**src/verilog/lsm_pkg.sv**
```systemverilog
// constants, register map and carrier types of the led string monitor
// assumes a 50 MHz reference clock and a register file port behind the serial interface
package lsm_pkg;
  // ****************************************
  // clocking and timing
  // ****************************************
  localparam int REF_CLK_HZ = 50_000_000;
  localparam int ADC_CLK_HZ = 1_000_000;
  localparam int TICK_DIV = REF_CLK_HZ / ADC_CLK_HZ;
  localparam int WINDOW_MS = 190;
  localparam int WINDOW_TICKS = WINDOW_MS * (ADC_CLK_HZ / 1000);
  localparam int ONTIME_US = 10;
  localparam int ONTIME_TICKS = ONTIME_US * (ADC_CLK_HZ / 1_000_000);
  localparam int SAR_BITS = 7;
  localparam logic [3:0] SAMPLE_TICKS = 4'(ONTIME_TICKS - SAR_BITS);
  localparam int NUM_STR = 4;
  localparam int NUM_CH = 5;
  localparam logic [2:0] CH_VOUT = 3'h4;
  localparam logic [2:0] CH_FIRST = 3'h0;

  // ****************************************
  // register map
  // ****************************************
  localparam logic [7:0] ADDR_RES_BASE = 8'h00;
  localparam logic [7:0] ADDR_IREF_BASE = 8'h05;
  localparam logic [7:0] ADDR_VADJ = 8'h09;
  localparam logic [7:0] ADDR_FAULT = 8'h0a;
  localparam logic [7:0] ADDR_STANDBY = 8'h0b;
  localparam logic [7:0] RES_RST = 8'h00;
  localparam logic [6:0] IREF_RST = 7'h00;
  localparam logic [6:0] VADJ_RST = 7'h00;
  localparam logic [7:0] RES_FULL = 8'h7f;
  localparam int RES_TMO_BIT = 7;
  localparam int FLT_OV_BIT = 4;

  // ****************************************
  // carrier types
  // ****************************************
  typedef struct packed {
    logic enable;
    logic supply_undervoltage_lockout;
    logic hot;
    logic output_overvoltage_sense;
    logic comp;
    logic [NUM_STR-1:0] short_trip;
    logic [NUM_STR-1:0] dim;
  } lsm_pins_t;

  typedef struct packed {
    logic [6:0] iref3;
    logic [6:0] iref2;
    logic [6:0] iref1;
    logic [6:0] iref0;
  } lsm_iref_t;
endpackage

```
**src/verilog/lsm_sync.sv**
```systemverilog
// two-stage synchroniser for a bundle of asynchronous pin levels
// assumes every bit is an independent level from outside the clock domain
`timescale 1ns/1ps
module lsm_sync #(
  parameter int W = 1
) (
  input wire logic clk,
  input wire logic rst,
  input wire logic [W-1:0] d,
  output logic [W-1:0] q
);
  logic [W-1:0] meta_q;
  logic [W-1:0] sync_q;

  // ****************************************
  // two flops per bit
  // ****************************************
  genvar i;
  generate
    for (i = 0; i < W; i++) begin : g_bit
      // first stage feeds only the second
      always_ff @(posedge clk) begin
        if (rst) begin
          meta_q[i] <= 1'b0;
          sync_q[i] <= 1'b0;
        end else begin
          meta_q[i] <= d[i];
          sync_q[i] <= meta_q[i];
        end
      end
    end
  endgenerate
  assign q = sync_q;
endmodule

```
**src/verilog/lsm_sar.sv**
```systemverilog
// seven-bit successive-approximation sequencer, advanced by gated 1 MHz ticks
// assumes an external comparator reporting input at or above the presented trial code
`timescale 1ns/1ps
module lsm_sar (
  input wire logic clk,
  input wire logic rst,
  input wire logic tick,
  input wire logic gate,
  input wire logic start,
  input wire logic abort,
  input wire logic comp,
  output logic busy,
  output logic done,
  output logic [6:0] trial
);
  logic busy_q, busy_d;
  logic done_q, done_d;
  logic [3:0] smp_q, smp_d;
  logic [2:0] idx_q, idx_d;
  logic [6:0] code_q, code_d;
  wire step = busy_q & tick & gate;
  wire sampling = (smp_q != lsm_pkg::SAMPLE_TICKS);
  wire [6:0] bitmask = 7'h01 << idx_q;

  // ****************************************
  // sequencing
  // ****************************************
  // sample phase then one decision per on-phase tick, msb first
  always_comb begin
    busy_d = busy_q;
    done_d = 1'b0;
    smp_d = smp_q;
    idx_d = idx_q;
    code_d = code_q;
    if (abort) begin
      busy_d = 1'b0;
    end else if (!busy_q && start) begin
      busy_d = 1'b1;
      smp_d = 4'h0;
      idx_d = 3'(lsm_pkg::SAR_BITS - 1);
      code_d = 7'h00;
    end else if (step && sampling) begin
      smp_d = smp_q + 4'h1;
    end else if (step) begin
      code_d = comp ? (code_q | bitmask) : code_q;
      if (idx_q == 3'h0) begin
        busy_d = 1'b0;
        done_d = 1'b1;
      end else begin
        idx_d = idx_q - 3'h1;
      end
    end
  end

  // state registers
  always_ff @(posedge clk) begin
    if (rst) begin
      busy_q <= 1'b0;
      done_q <= 1'b0;
      smp_q <= 4'h0;
      idx_q <= 3'h0;
      code_q <= 7'h00;
    end else begin
      busy_q <= busy_d;
      done_q <= done_d;
      smp_q <= smp_d;
      idx_q <= idx_d;
      code_q <= code_d;
    end
  end

  assign busy = busy_q;
  assign done = done_q;
  assign trial = (busy_q && !sampling) ? (code_q | bitmask) : code_q; // final code once done
endmodule

```
**src/verilog/lsm_top.sv**
```systemverilog
// digital control of a four-string led driver: protection, sink gating,
// current references and the five-channel drain/output measurement sequencer
// assumes a register file port behind the serial interface and analog
// comparators on the pins; status and comparator pins are asynchronous to REF_CLK, the register port is not
`timescale 1ns/1ps
module lsm_top #(
  parameter int WINDOW_TICKS = lsm_pkg::WINDOW_TICKS
) (
  input wire logic REF_CLK,
  input wire logic RST,
  input wire logic SYNC_ENABLE,
  input wire logic SUPPLY_UNDERVOLTAGE_LOCKOUT,
  input wire logic DIE_HOT,
  input wire logic OUTPUT_OVERVOLTAGE_SENSE,
  input wire logic ADC_COMP,
  input wire logic [3:0] DRAIN_SHORT_TRIP,
  input wire logic [3:0] STRING_DIM_INPUTS,
  input wire logic REG_WR,
  input wire logic REG_RD,
  input wire logic [7:0] REG_ADDR,
  input wire logic [7:0] REG_WDATA,
  output logic [7:0] REG_RDATA,
  output logic REGULATOR_GATE_EN,
  output logic SOFT_START_DISCHARGE,
  output logic [3:0] SINK_GATE_DRIVES,
  output lsm_pkg::lsm_iref_t IREF_CODES,
  output logic [6:0] VOUT_ADJ,
  output logic [2:0] ADC_MUX_SEL,
  output logic [6:0] ADC_TRIAL_CODE
);
  typedef enum logic [2:0] {
    ST_CONV = 3'b001,
    ST_ADV = 3'b010,
    ST_HALT = 3'b100
  } lsm_state_t;

  // ****************************************
  // pin synchronisation
  // ****************************************
  lsm_pkg::lsm_pins_t pins_raw;
  lsm_pkg::lsm_pins_t pins;
  assign pins_raw = '{
    enable: SYNC_ENABLE,
    supply_undervoltage_lockout: SUPPLY_UNDERVOLTAGE_LOCKOUT,
    hot: DIE_HOT,
    output_overvoltage_sense: OUTPUT_OVERVOLTAGE_SENSE,
    comp: ADC_COMP,
    short_trip: DRAIN_SHORT_TRIP,
    dim: STRING_DIM_INPUTS
  };
  lsm_sync #(.W($bits(lsm_pkg::lsm_pins_t))) u_sync (
    .clk(REF_CLK),
    .rst(RST),
    .d(pins_raw),
    .q(pins)
  );

  // ****************************************
  // register write decode
  // ****************************************
  logic [6:0] iref_q [lsm_pkg::NUM_STR];
  logic [6:0] vadj_q;
  logic standby_q;
  logic en_prev_q;
  wire wr_vadj = REG_WR && (REG_ADDR == lsm_pkg::ADDR_VADJ);
  wire wr_standby_state = REG_WR && (REG_ADDR == lsm_pkg::ADDR_STANDBY);
  wire standby_rise = wr_standby_state && REG_WDATA[0] && !standby_q;
  wire en_toggle = pins.enable ^ en_prev_q;
  wire en_fall = en_prev_q && !pins.enable;
  wire clr_faults = en_fall;

  // true when addr selects slot n of a block starting at base
  function automatic logic hit(input logic [7:0] addr, input logic [7:0] base, input int n);
    hit = (addr == base + 8'(n));
  endfunction

  // write-only-by-software registers; code 0 is the 316mV top, each count one step down
  genvar s;
  generate
    for (s = 0; s < lsm_pkg::NUM_STR; s++) begin : g_iref
      always_ff @(posedge REF_CLK) begin
        if (RST) begin
          iref_q[s] <= lsm_pkg::IREF_RST;
        end else if (REG_WR && hit(REG_ADDR, lsm_pkg::ADDR_IREF_BASE, s)) begin
          iref_q[s] <= REG_WDATA[6:0];
        end
      end
    end
  endgenerate

  // output adjust, standby and enable history
  always_ff @(posedge REF_CLK) begin
    if (RST) begin
      vadj_q <= lsm_pkg::VADJ_RST;
      standby_q <= 1'b0;
      en_prev_q <= 1'b0;
    end else begin
      if (wr_vadj) vadj_q <= REG_WDATA[6:0];
      if (wr_standby_state) standby_q <= REG_WDATA[0];
      en_prev_q <= pins.enable;
    end
  end

  // ****************************************
  // protection
  // ****************************************
  logic ov_latch_q;
  logic ov_seen_q;
  logic [3:0] short_q;
  wire ov_clear = en_toggle || standby_rise;
  wire shutdown = !pins.enable;
  wire halt = shutdown || pins.supply_undervoltage_lockout || standby_q || pins.hot;
  wire [3:0] short_new = pins.short_trip & ~short_q;

  // overvoltage latch, sets win over clears
  always_ff @(posedge REF_CLK) begin
    if (RST) begin
      ov_latch_q <= 1'b0;
    end else if (pins.output_overvoltage_sense) begin
      ov_latch_q <= 1'b1;
    end else if (ov_clear) begin
      ov_latch_q <= 1'b0;
    end
  end

  // fault record: shorted strings and overvoltage events
  always_ff @(posedge REF_CLK) begin
    if (RST) begin
      short_q <= 4'h0;
      ov_seen_q <= 1'b0;
    end else begin
      short_q <= (clr_faults ? 4'h0 : short_q) | (pins.enable ? pins.short_trip : 4'h0);
      ov_seen_q <= (ov_seen_q && !clr_faults) || pins.output_overvoltage_sense;
    end
  end

  // drive outputs; each sink follows its dim input when allowed
  always_ff @(posedge REF_CLK) begin
    if (RST) begin
      REGULATOR_GATE_EN <= 1'b0;
      SOFT_START_DISCHARGE <= 1'b1;
      SINK_GATE_DRIVES <= 4'h0;
    end else begin
      REGULATOR_GATE_EN <= !halt && !ov_latch_q && !pins.output_overvoltage_sense;
      SOFT_START_DISCHARGE <= halt || ov_latch_q || pins.output_overvoltage_sense;
      SINK_GATE_DRIVES <= halt ? 4'h0 : (pins.dim & ~short_q & ~pins.short_trip);
    end
  end

  // ****************************************
  // measurement sequencer
  // ****************************************
  logic [5:0] div_q;
  logic tick_q;
  logic [17:0] win_q;
  logic [2:0] ch_q, ch_d;
  lsm_state_t st_q, st_d;
  logic sar_busy, sar_done;
  logic [6:0] sar_trial;
  wire [4:0] ch_lock = {1'b0, short_q};
  wire ch_gate = (ch_q == lsm_pkg::CH_VOUT) ? |pins.dim : pins.dim[ch_q[1:0]];
  wire win_end = tick_q && (win_q == 18'(WINDOW_TICKS - 1));
  wire short_here = ch_lock[ch_q] || ((ch_q != lsm_pkg::CH_VOUT) && pins.short_trip[ch_q[1:0]]);
  wire sar_abort = halt || short_here || win_end;
  wire sar_start = (st_q == ST_CONV) && !sar_busy && !sar_abort;

  // next channel in ascending order, skipping locked ones
  function automatic logic [2:0] next_ch(input logic [2:0] cur, input logic [4:0] lock);
    logic [2:0] c;
    logic found;
    c = cur;
    found = 1'b0;
    next_ch = cur;
    for (int k = 0; k < lsm_pkg::NUM_CH; k++) begin
      c = (c == lsm_pkg::CH_VOUT) ? lsm_pkg::CH_FIRST : c + 3'h1;
      if (!found && !lock[c]) begin
        next_ch = c;
        found = 1'b1;
      end
    end
  endfunction

  // 1 MHz conversion tick from the reference clock
  always_ff @(posedge REF_CLK) begin
    if (RST) begin
      div_q <= 6'h00;
      tick_q <= 1'b0;
    end else begin
      div_q <= (div_q == 6'(lsm_pkg::TICK_DIV - 1)) ? 6'h00 : div_q + 6'h01;
      tick_q <= (div_q == 6'(lsm_pkg::TICK_DIV - 1));
    end
  end

  // selector state machine
  always_comb begin
    st_d = st_q;
    ch_d = ch_q;
    case (st_q)
      ST_CONV: begin
        if (halt) st_d = ST_HALT;
        else if (sar_done || win_end || short_here) st_d = ST_ADV;
      end
      ST_ADV: begin
        ch_d = next_ch(ch_q, ch_lock);
        st_d = halt ? ST_HALT : ST_CONV;
      end
      ST_HALT: begin
        if (shutdown) ch_d = lsm_pkg::CH_FIRST;
        if (!halt) st_d = ST_CONV;
      end
      default: st_d = ST_HALT;
    endcase
  end

  // selector registers and per-channel window timer
  always_ff @(posedge REF_CLK) begin
    if (RST) begin
      st_q <= ST_HALT;
      ch_q <= lsm_pkg::CH_FIRST;
      win_q <= 18'h00000;
    end else begin
      st_q <= st_d;
      ch_q <= ch_d;
      if (st_q != ST_CONV) win_q <= 18'h00000;
      else if (tick_q) win_q <= win_q + 18'h00001;
    end
  end

  lsm_sar u_sar (
    .clk(REF_CLK),
    .rst(RST),
    .tick(tick_q),
    .gate(ch_gate),
    .start(sar_start),
    .abort(sar_abort),
    .comp(pins.comp),
    .busy(sar_busy),
    .done(sar_done),
    .trial(sar_trial)
  );

  // analog selector and trial code to the converter
  always_ff @(posedge REF_CLK) begin
    if (RST) begin
      ADC_MUX_SEL <= lsm_pkg::CH_FIRST;
      ADC_TRIAL_CODE <= 7'h00;
    end else begin
      ADC_MUX_SEL <= ch_q;
      ADC_TRIAL_CODE <= sar_trial;
    end
  end

  // ****************************************
  // result registers and read port
  // ****************************************
  logic [7:0] res_q [lsm_pkg::NUM_CH];
  logic [7:0] pend_q [lsm_pkg::NUM_CH];
  logic [4:0] pend_v_q;
  logic rd_prev_q;
  logic [7:0] rd_addr_q;
  wire rd_start = REG_RD && !rd_prev_q;
  wire rd_busy = REG_RD && rd_prev_q;
  wire tmo_here = win_end && (st_q == ST_CONV) && !sar_done && !short_here && !halt;

  genvar c;
  generate
    for (c = 0; c < lsm_pkg::NUM_CH; c++) begin : g_res
      wire is_ch = (ch_q == 3'(c));
      wire full_ld = (c < lsm_pkg::NUM_STR) ? short_new[c % lsm_pkg::NUM_STR] : 1'b0;
      wire conv_ld = is_ch && sar_done && !halt && !short_here;
      wire tmo_ld = is_ch && tmo_here;
      wire hold = rd_busy && hit(rd_addr_q, lsm_pkg::ADDR_RES_BASE, c);
      wire [7:0] ld_val = full_ld ? lsm_pkg::RES_FULL :
        conv_ld ? {1'b0, sar_trial} :
        (res_q[c] | (8'h01 << lsm_pkg::RES_TMO_BIT));
      wire [7:0] base_val = pend_v_q[c] ? pend_q[c] : res_q[c];
      wire ld = pins.enable && (full_ld || conv_ld || tmo_ld);
      wire [7:0] new_val = full_ld ? lsm_pkg::RES_FULL : conv_ld ? {1'b0, sar_trial} :
        (base_val | (8'h01 << lsm_pkg::RES_TMO_BIT));
      // updates landing during a read wait in a pending slot
      always_ff @(posedge REF_CLK) begin
        if (RST) begin
          res_q[c] <= lsm_pkg::RES_RST;
          pend_q[c] <= lsm_pkg::RES_RST;
          pend_v_q[c] <= 1'b0;
        end else if (ld && hold) begin
          pend_q[c] <= new_val;
          pend_v_q[c] <= 1'b1;
        end else if (ld) begin
          res_q[c] <= (ld_val == new_val) ? ld_val : new_val;
          pend_v_q[c] <= 1'b0;
        end else if (pend_v_q[c] && !hold) begin
          res_q[c] <= pend_q[c];
          pend_v_q[c] <= 1'b0;
        end
      end
    end
  endgenerate

  // read data mux, taken at the start of a read
  function automatic logic [7:0] rd_mux(input logic [7:0] a);
    rd_mux = 8'h00;
    for (int k = 0; k < lsm_pkg::NUM_CH; k++) begin
      if (a == lsm_pkg::ADDR_RES_BASE + 8'(k)) rd_mux = res_q[k];
    end
    for (int k = 0; k < lsm_pkg::NUM_STR; k++) begin
      if (a == lsm_pkg::ADDR_IREF_BASE + 8'(k)) rd_mux = {1'b0, iref_q[k]};
    end
    if (a == lsm_pkg::ADDR_VADJ) rd_mux = {1'b0, vadj_q};
    if (a == lsm_pkg::ADDR_FAULT) rd_mux = {3'h0, ov_seen_q, short_q};
    if (a == lsm_pkg::ADDR_STANDBY) rd_mux = {7'h00, standby_q};
  endfunction

  // capture address and data when a read begins
  always_ff @(posedge REF_CLK) begin
    if (RST) begin
      rd_prev_q <= 1'b0;
      rd_addr_q <= 8'h00;
      REG_RDATA <= 8'h00;
    end else begin
      rd_prev_q <= REG_RD;
      if (rd_start) begin
        rd_addr_q <= REG_ADDR;
        REG_RDATA <= rd_mux(REG_ADDR);
      end
    end
  end

  // current reference codes out
  assign IREF_CODES = '{iref3: iref_q[3], iref2: iref_q[2], iref1: iref_q[1], iref0: iref_q[0]};
  assign VOUT_ADJ = vadj_q;
endmodule

```
**config.mk**
```make
export PLATFORM = sky130hd
export DESIGN_NAME = lsm_top
export DESIGN_NICKNAME = d
export VERILOG_FILES = /design/src/verilog/lsm_pkg.sv /design/src/verilog/lsm_sync.sv /design/src/verilog/lsm_sar.sv /design/src/verilog/lsm_top.sv
export SDC_FILE = /design/constraint.sdc
export NUM_CORES = 1
export LEC_CHECK = 0
export BUFFER_PORTS_ARGS = -buffer_cell sky130_fd_sc_hd__buf_4
export CAP_MARGIN = 20
export CORE_ASPECT_RATIO = 0.8
export CORE_MARGIN = 10
export CORE_UTILIZATION = 50
export CTS_BUF_LIST = sky130_fd_sc_hd__clkbuf_4 sky130_fd_sc_hd__clkbuf_8
export DETAILED_ROUTE_END_ITERATION = 8
export MAX_ROUTING_LAYER = met4
export PLACE_DENSITY_LB_ADDON = 0.1
export SYNTH_ARGS = -nofsm -noshare
export SYNTH_HDL_FRONTEND = slang
export SYNTH_SLANG_ARGS = --single-unit
```
**constraint.sdc**
```tcl
create_clock -name REF_CLK -period 5.2 [get_ports REF_CLK]
set_input_delay 1.04 -clock REF_CLK [delete_from_list [all_inputs] [get_ports REF_CLK]]
set_output_delay 1.04 -clock REF_CLK [all_outputs]
set_load 0.03 [all_outputs]
```
==> flow_summary.ini <==
[setup_path]
ff2ff_path_depth = 14
reg2reg_to = ch_q[2]
required_ps = 5650
ff2ff_setup_slack_ps = 460
worstPathArrival_ps = 5190
cp_common_cell = ha_1
max_stage_delay_ps = 580
crit_type = flip-flop to flip-flop
cpMaxStageDelayCell = dfxtp_1
endpoint_kind = flip-flop
critical_path.max_fanout = 12
path_cells = inv_1 > ha_1 > inv_1 > ha_1 > nand2b_1 > o21ai_0 > ha_1 > nor4b_1 > a2111oi_4 > nor2_2 > mux2_2 > a2111oi_4 > a211oi_1 > a221oi_2
cp-start-kind = flip-flop
timing.rr.start = ch_q[1]

[clock_tree]
cts_hold_buf = 0
cts_resized = 0
cts_root_buffer = clkbuf_8
clock_path_buffers = 3
cts_buffers = 39
cts_tree = done
clkLatencyLatePin_ps = 560
clkTransAtPathRegs_ps = 60
htree_levels = 2
clock-sinks = 234
post-cts-setup-buffers = 0

[sta]
slew_headroom = 0.353
layout_min_cycle_time_ps = 4740
drv_slew = 0
setup_violations = 0
rsz0062_at_grt = false
worst_slew_pin_slew_ps = 957
finalCritPeriodShare = 0.912
clock_skew_ps = 33.9
tns_ps = 0
clock.fmax_ghz = 0.211
hold_violations = 0
holdWs_ps = 433

[synthesis]
netlist_area_mm2 = 0.0116
synth.area.mux_share = 0.0816
synth_nets = 1255
ys_seq_elements = 234
synth_area_per_cell_um2 = 9.69
syn_inst = 1202
synthAdderAreaFrac = 0.0215
yosysWarnings = 0
synth_xor_area_frac = 0.0308
synth_top_family_by_area = simple AND/OR/NAND/NOR gates
yosysSeqAreaShare = 0.495
synth_cell_types = 78
synthSimpleGateAreaFrac = 0.217
synth-edff-count = 108
async_flop_share = 0
synth_ff_type = dfxtp_1
synth_compound_area_frac = 0.121

[grt]
grt_util_all_layers = 0.228
grt_first_pass_wirelength_um = 51900
grt_max_degree = 63
gr-total-overflow = 0
antenna_found_initial = 0
grt_pass1_vias = 9021

[finish]
final_common_cell = nor2_1
num-nets-final = 1347
drive_above_1_share = 0.165
final_util = 0.590
layout.cells.non_filler = 1631
antenna_cells = 0
fillers = 2032
area_growth_pct = 14.9
final_cell_mix = 184 x nor2_1, 126 x dfxtp_1, 123 x nand2_1

[place]
gp_congestion = 0.896
portBuffers = 90
dp.cells = 1559
dpl.hpwl_um = 24100

[worst_hold_path]
min_path_cells = 1
min_from = u_sync.meta_q[5]
hold_end = u_sync.q[5]
min_path_type = flip-flop to flip-flop

[run]
cap_viol_max_count = 0

[route]
first_pass_iters = 6
wire_per_inst_um = 20.7
drt_first_iter_violations = 886
drc = 0
vias_per_cell = 5.76
ant_nets = 0
wirelength_um = 33800
dr_total_vias = 9396

[die]
fp.dieH_um = 157
rows = 49
die_x_um = 191
io_pins = 92
dieArea_mm2 = 0.0298
core_area_mm2 = 0.0227
start_util = 0.513

[pwr]
powerDensity_mw_per_mm2 = 294
peakVddDrop_v = 0.000189
power_leakage_nw = 5.05

[outcome]
status = finished, final reports clean
-- sequential cells by signal (all words and copies together) (netlist names), 3 cells and up --
signal,flops
pend_q,40
res_q,40
iref_q,28
win_q,18
u_sync.meta_q,13
u_sync.q,13
REG_RDATA,8
rd_addr_q,8
ADC_TRIAL_CODE,7
VOUT_ADJ,7
u_sar.code_q,7
div_q,6
pend_v_q,5
SINK_GATE_DRIVES,4
short_q,4
u_sar.smp_q,4
ADC_MUX_SEL,3
ch_q,3
st_q,3
u_sar.idx_q,3
-- cell usage after synthesis (10+ instances only) --
library cell	count	share of area
nor2b_1	44	0.024
ha_1	20	0.021
inv_1	28	0.0090
edfxtp_1	108	0.28
and2_1	34	0.018
nand4_1	15	0.0081
dfxtp_1	126	0.22
a21oi_1	57	0.024
nand2_1	123	0.040
mux2_2	11	0.011
clkbuf_1	43	0.014
nor3_1	20	0.0086
nand3_1	32	0.014
a22oi_1	10	0.0064
a31oi_1	12	0.0064
mux2i_1	73	0.063
xnor2_1	21	0.016
nand2b_1	12	0.0064
o21ai_0	54	0.023
nor2_1	184	0.059
xor2_1	20	0.015
-- stage by stage --
step | power (W) | setup slack, ps | cell area (um^2)
global placement | 0.00230 | 679 | 12600
global route | 0.00407 | 80.9 | 13400
detailed placement | 0.00230 | 579 | 12600
floorplan | 0.00219 | 674 | 11600
finish | 0.00393 | 459 | 13400
CTS | 0.00396 | 537 | 13400
-- power by group --
part | internal [W] | leakage (nW) | switching, W | total [W]
combinational | 0.0000840 | 2.52 | 0.000152 | 0.000236
sequential | 0.00198 | 2.11 | 0.0000478 | 0.00203
clock | 0.000914 | 0.423 | 0.000757 | 0.00167
-- critical path: cells and delay by family (launching register included) --
family | cells | cell delay (ps)
DFF | 1 | 580
and+or+nand+nor | 3 | 920
adders and majority gates | 3 | 1120
AOI/OAI and AO/OA | 5 | 1250
buffers and inverters | 2 | 370
muxes | 1 | 410
-- metal layers --
layer	vias to the layer above	GRT usage	share of wire
met5	-	-	0
met4	0	0.0662	0.024
met3	58	0.0533	0.082
met2	354	0.312	0.41
met1	4500	0.327	0.49
li1	4484	-	-
-- worst max path at each step --
stage                  from  endpoint  slack, ps  cells past startpoint
detailed placement  ch_q[1]   ch_q[2]        580                     14
global placement    ch_q[1]   ch_q[2]        680                     14
finish              ch_q[1]   ch_q[2]        460                     14
global route        ch_q[1]   ch_q[2]         80                     14
CTS                 ch_q[1]   ch_q[2]        540                     14
floorplan           ch_q[0]   ch_q[0]        670                     17
-- final cells by class --
type,count,area (um^2),share of cell area
Tap cell,306,383,0.0286
Sequential cell,234,5770,0.431
Inverter,28,105,0.00785
Timing Repair Buffer,110,826,0.0617
Multi-Input combinational cell,881,5500,0.411
Clock inverter,9,48.8,0.00365
Clock buffer,63,748,0.0559
-- logic make-up after synthesis --
family,count (synthesis)
buffers and inverters,87
multiplexers,89
AO/OA/AOI/OAI,208
adder cells (fa/ha/maj),20
flip-flops,234
XOR/XNOR,41
AND/OR/NAND/NOR,523
No activity file was read; power rests on OpenSTA's default activity.
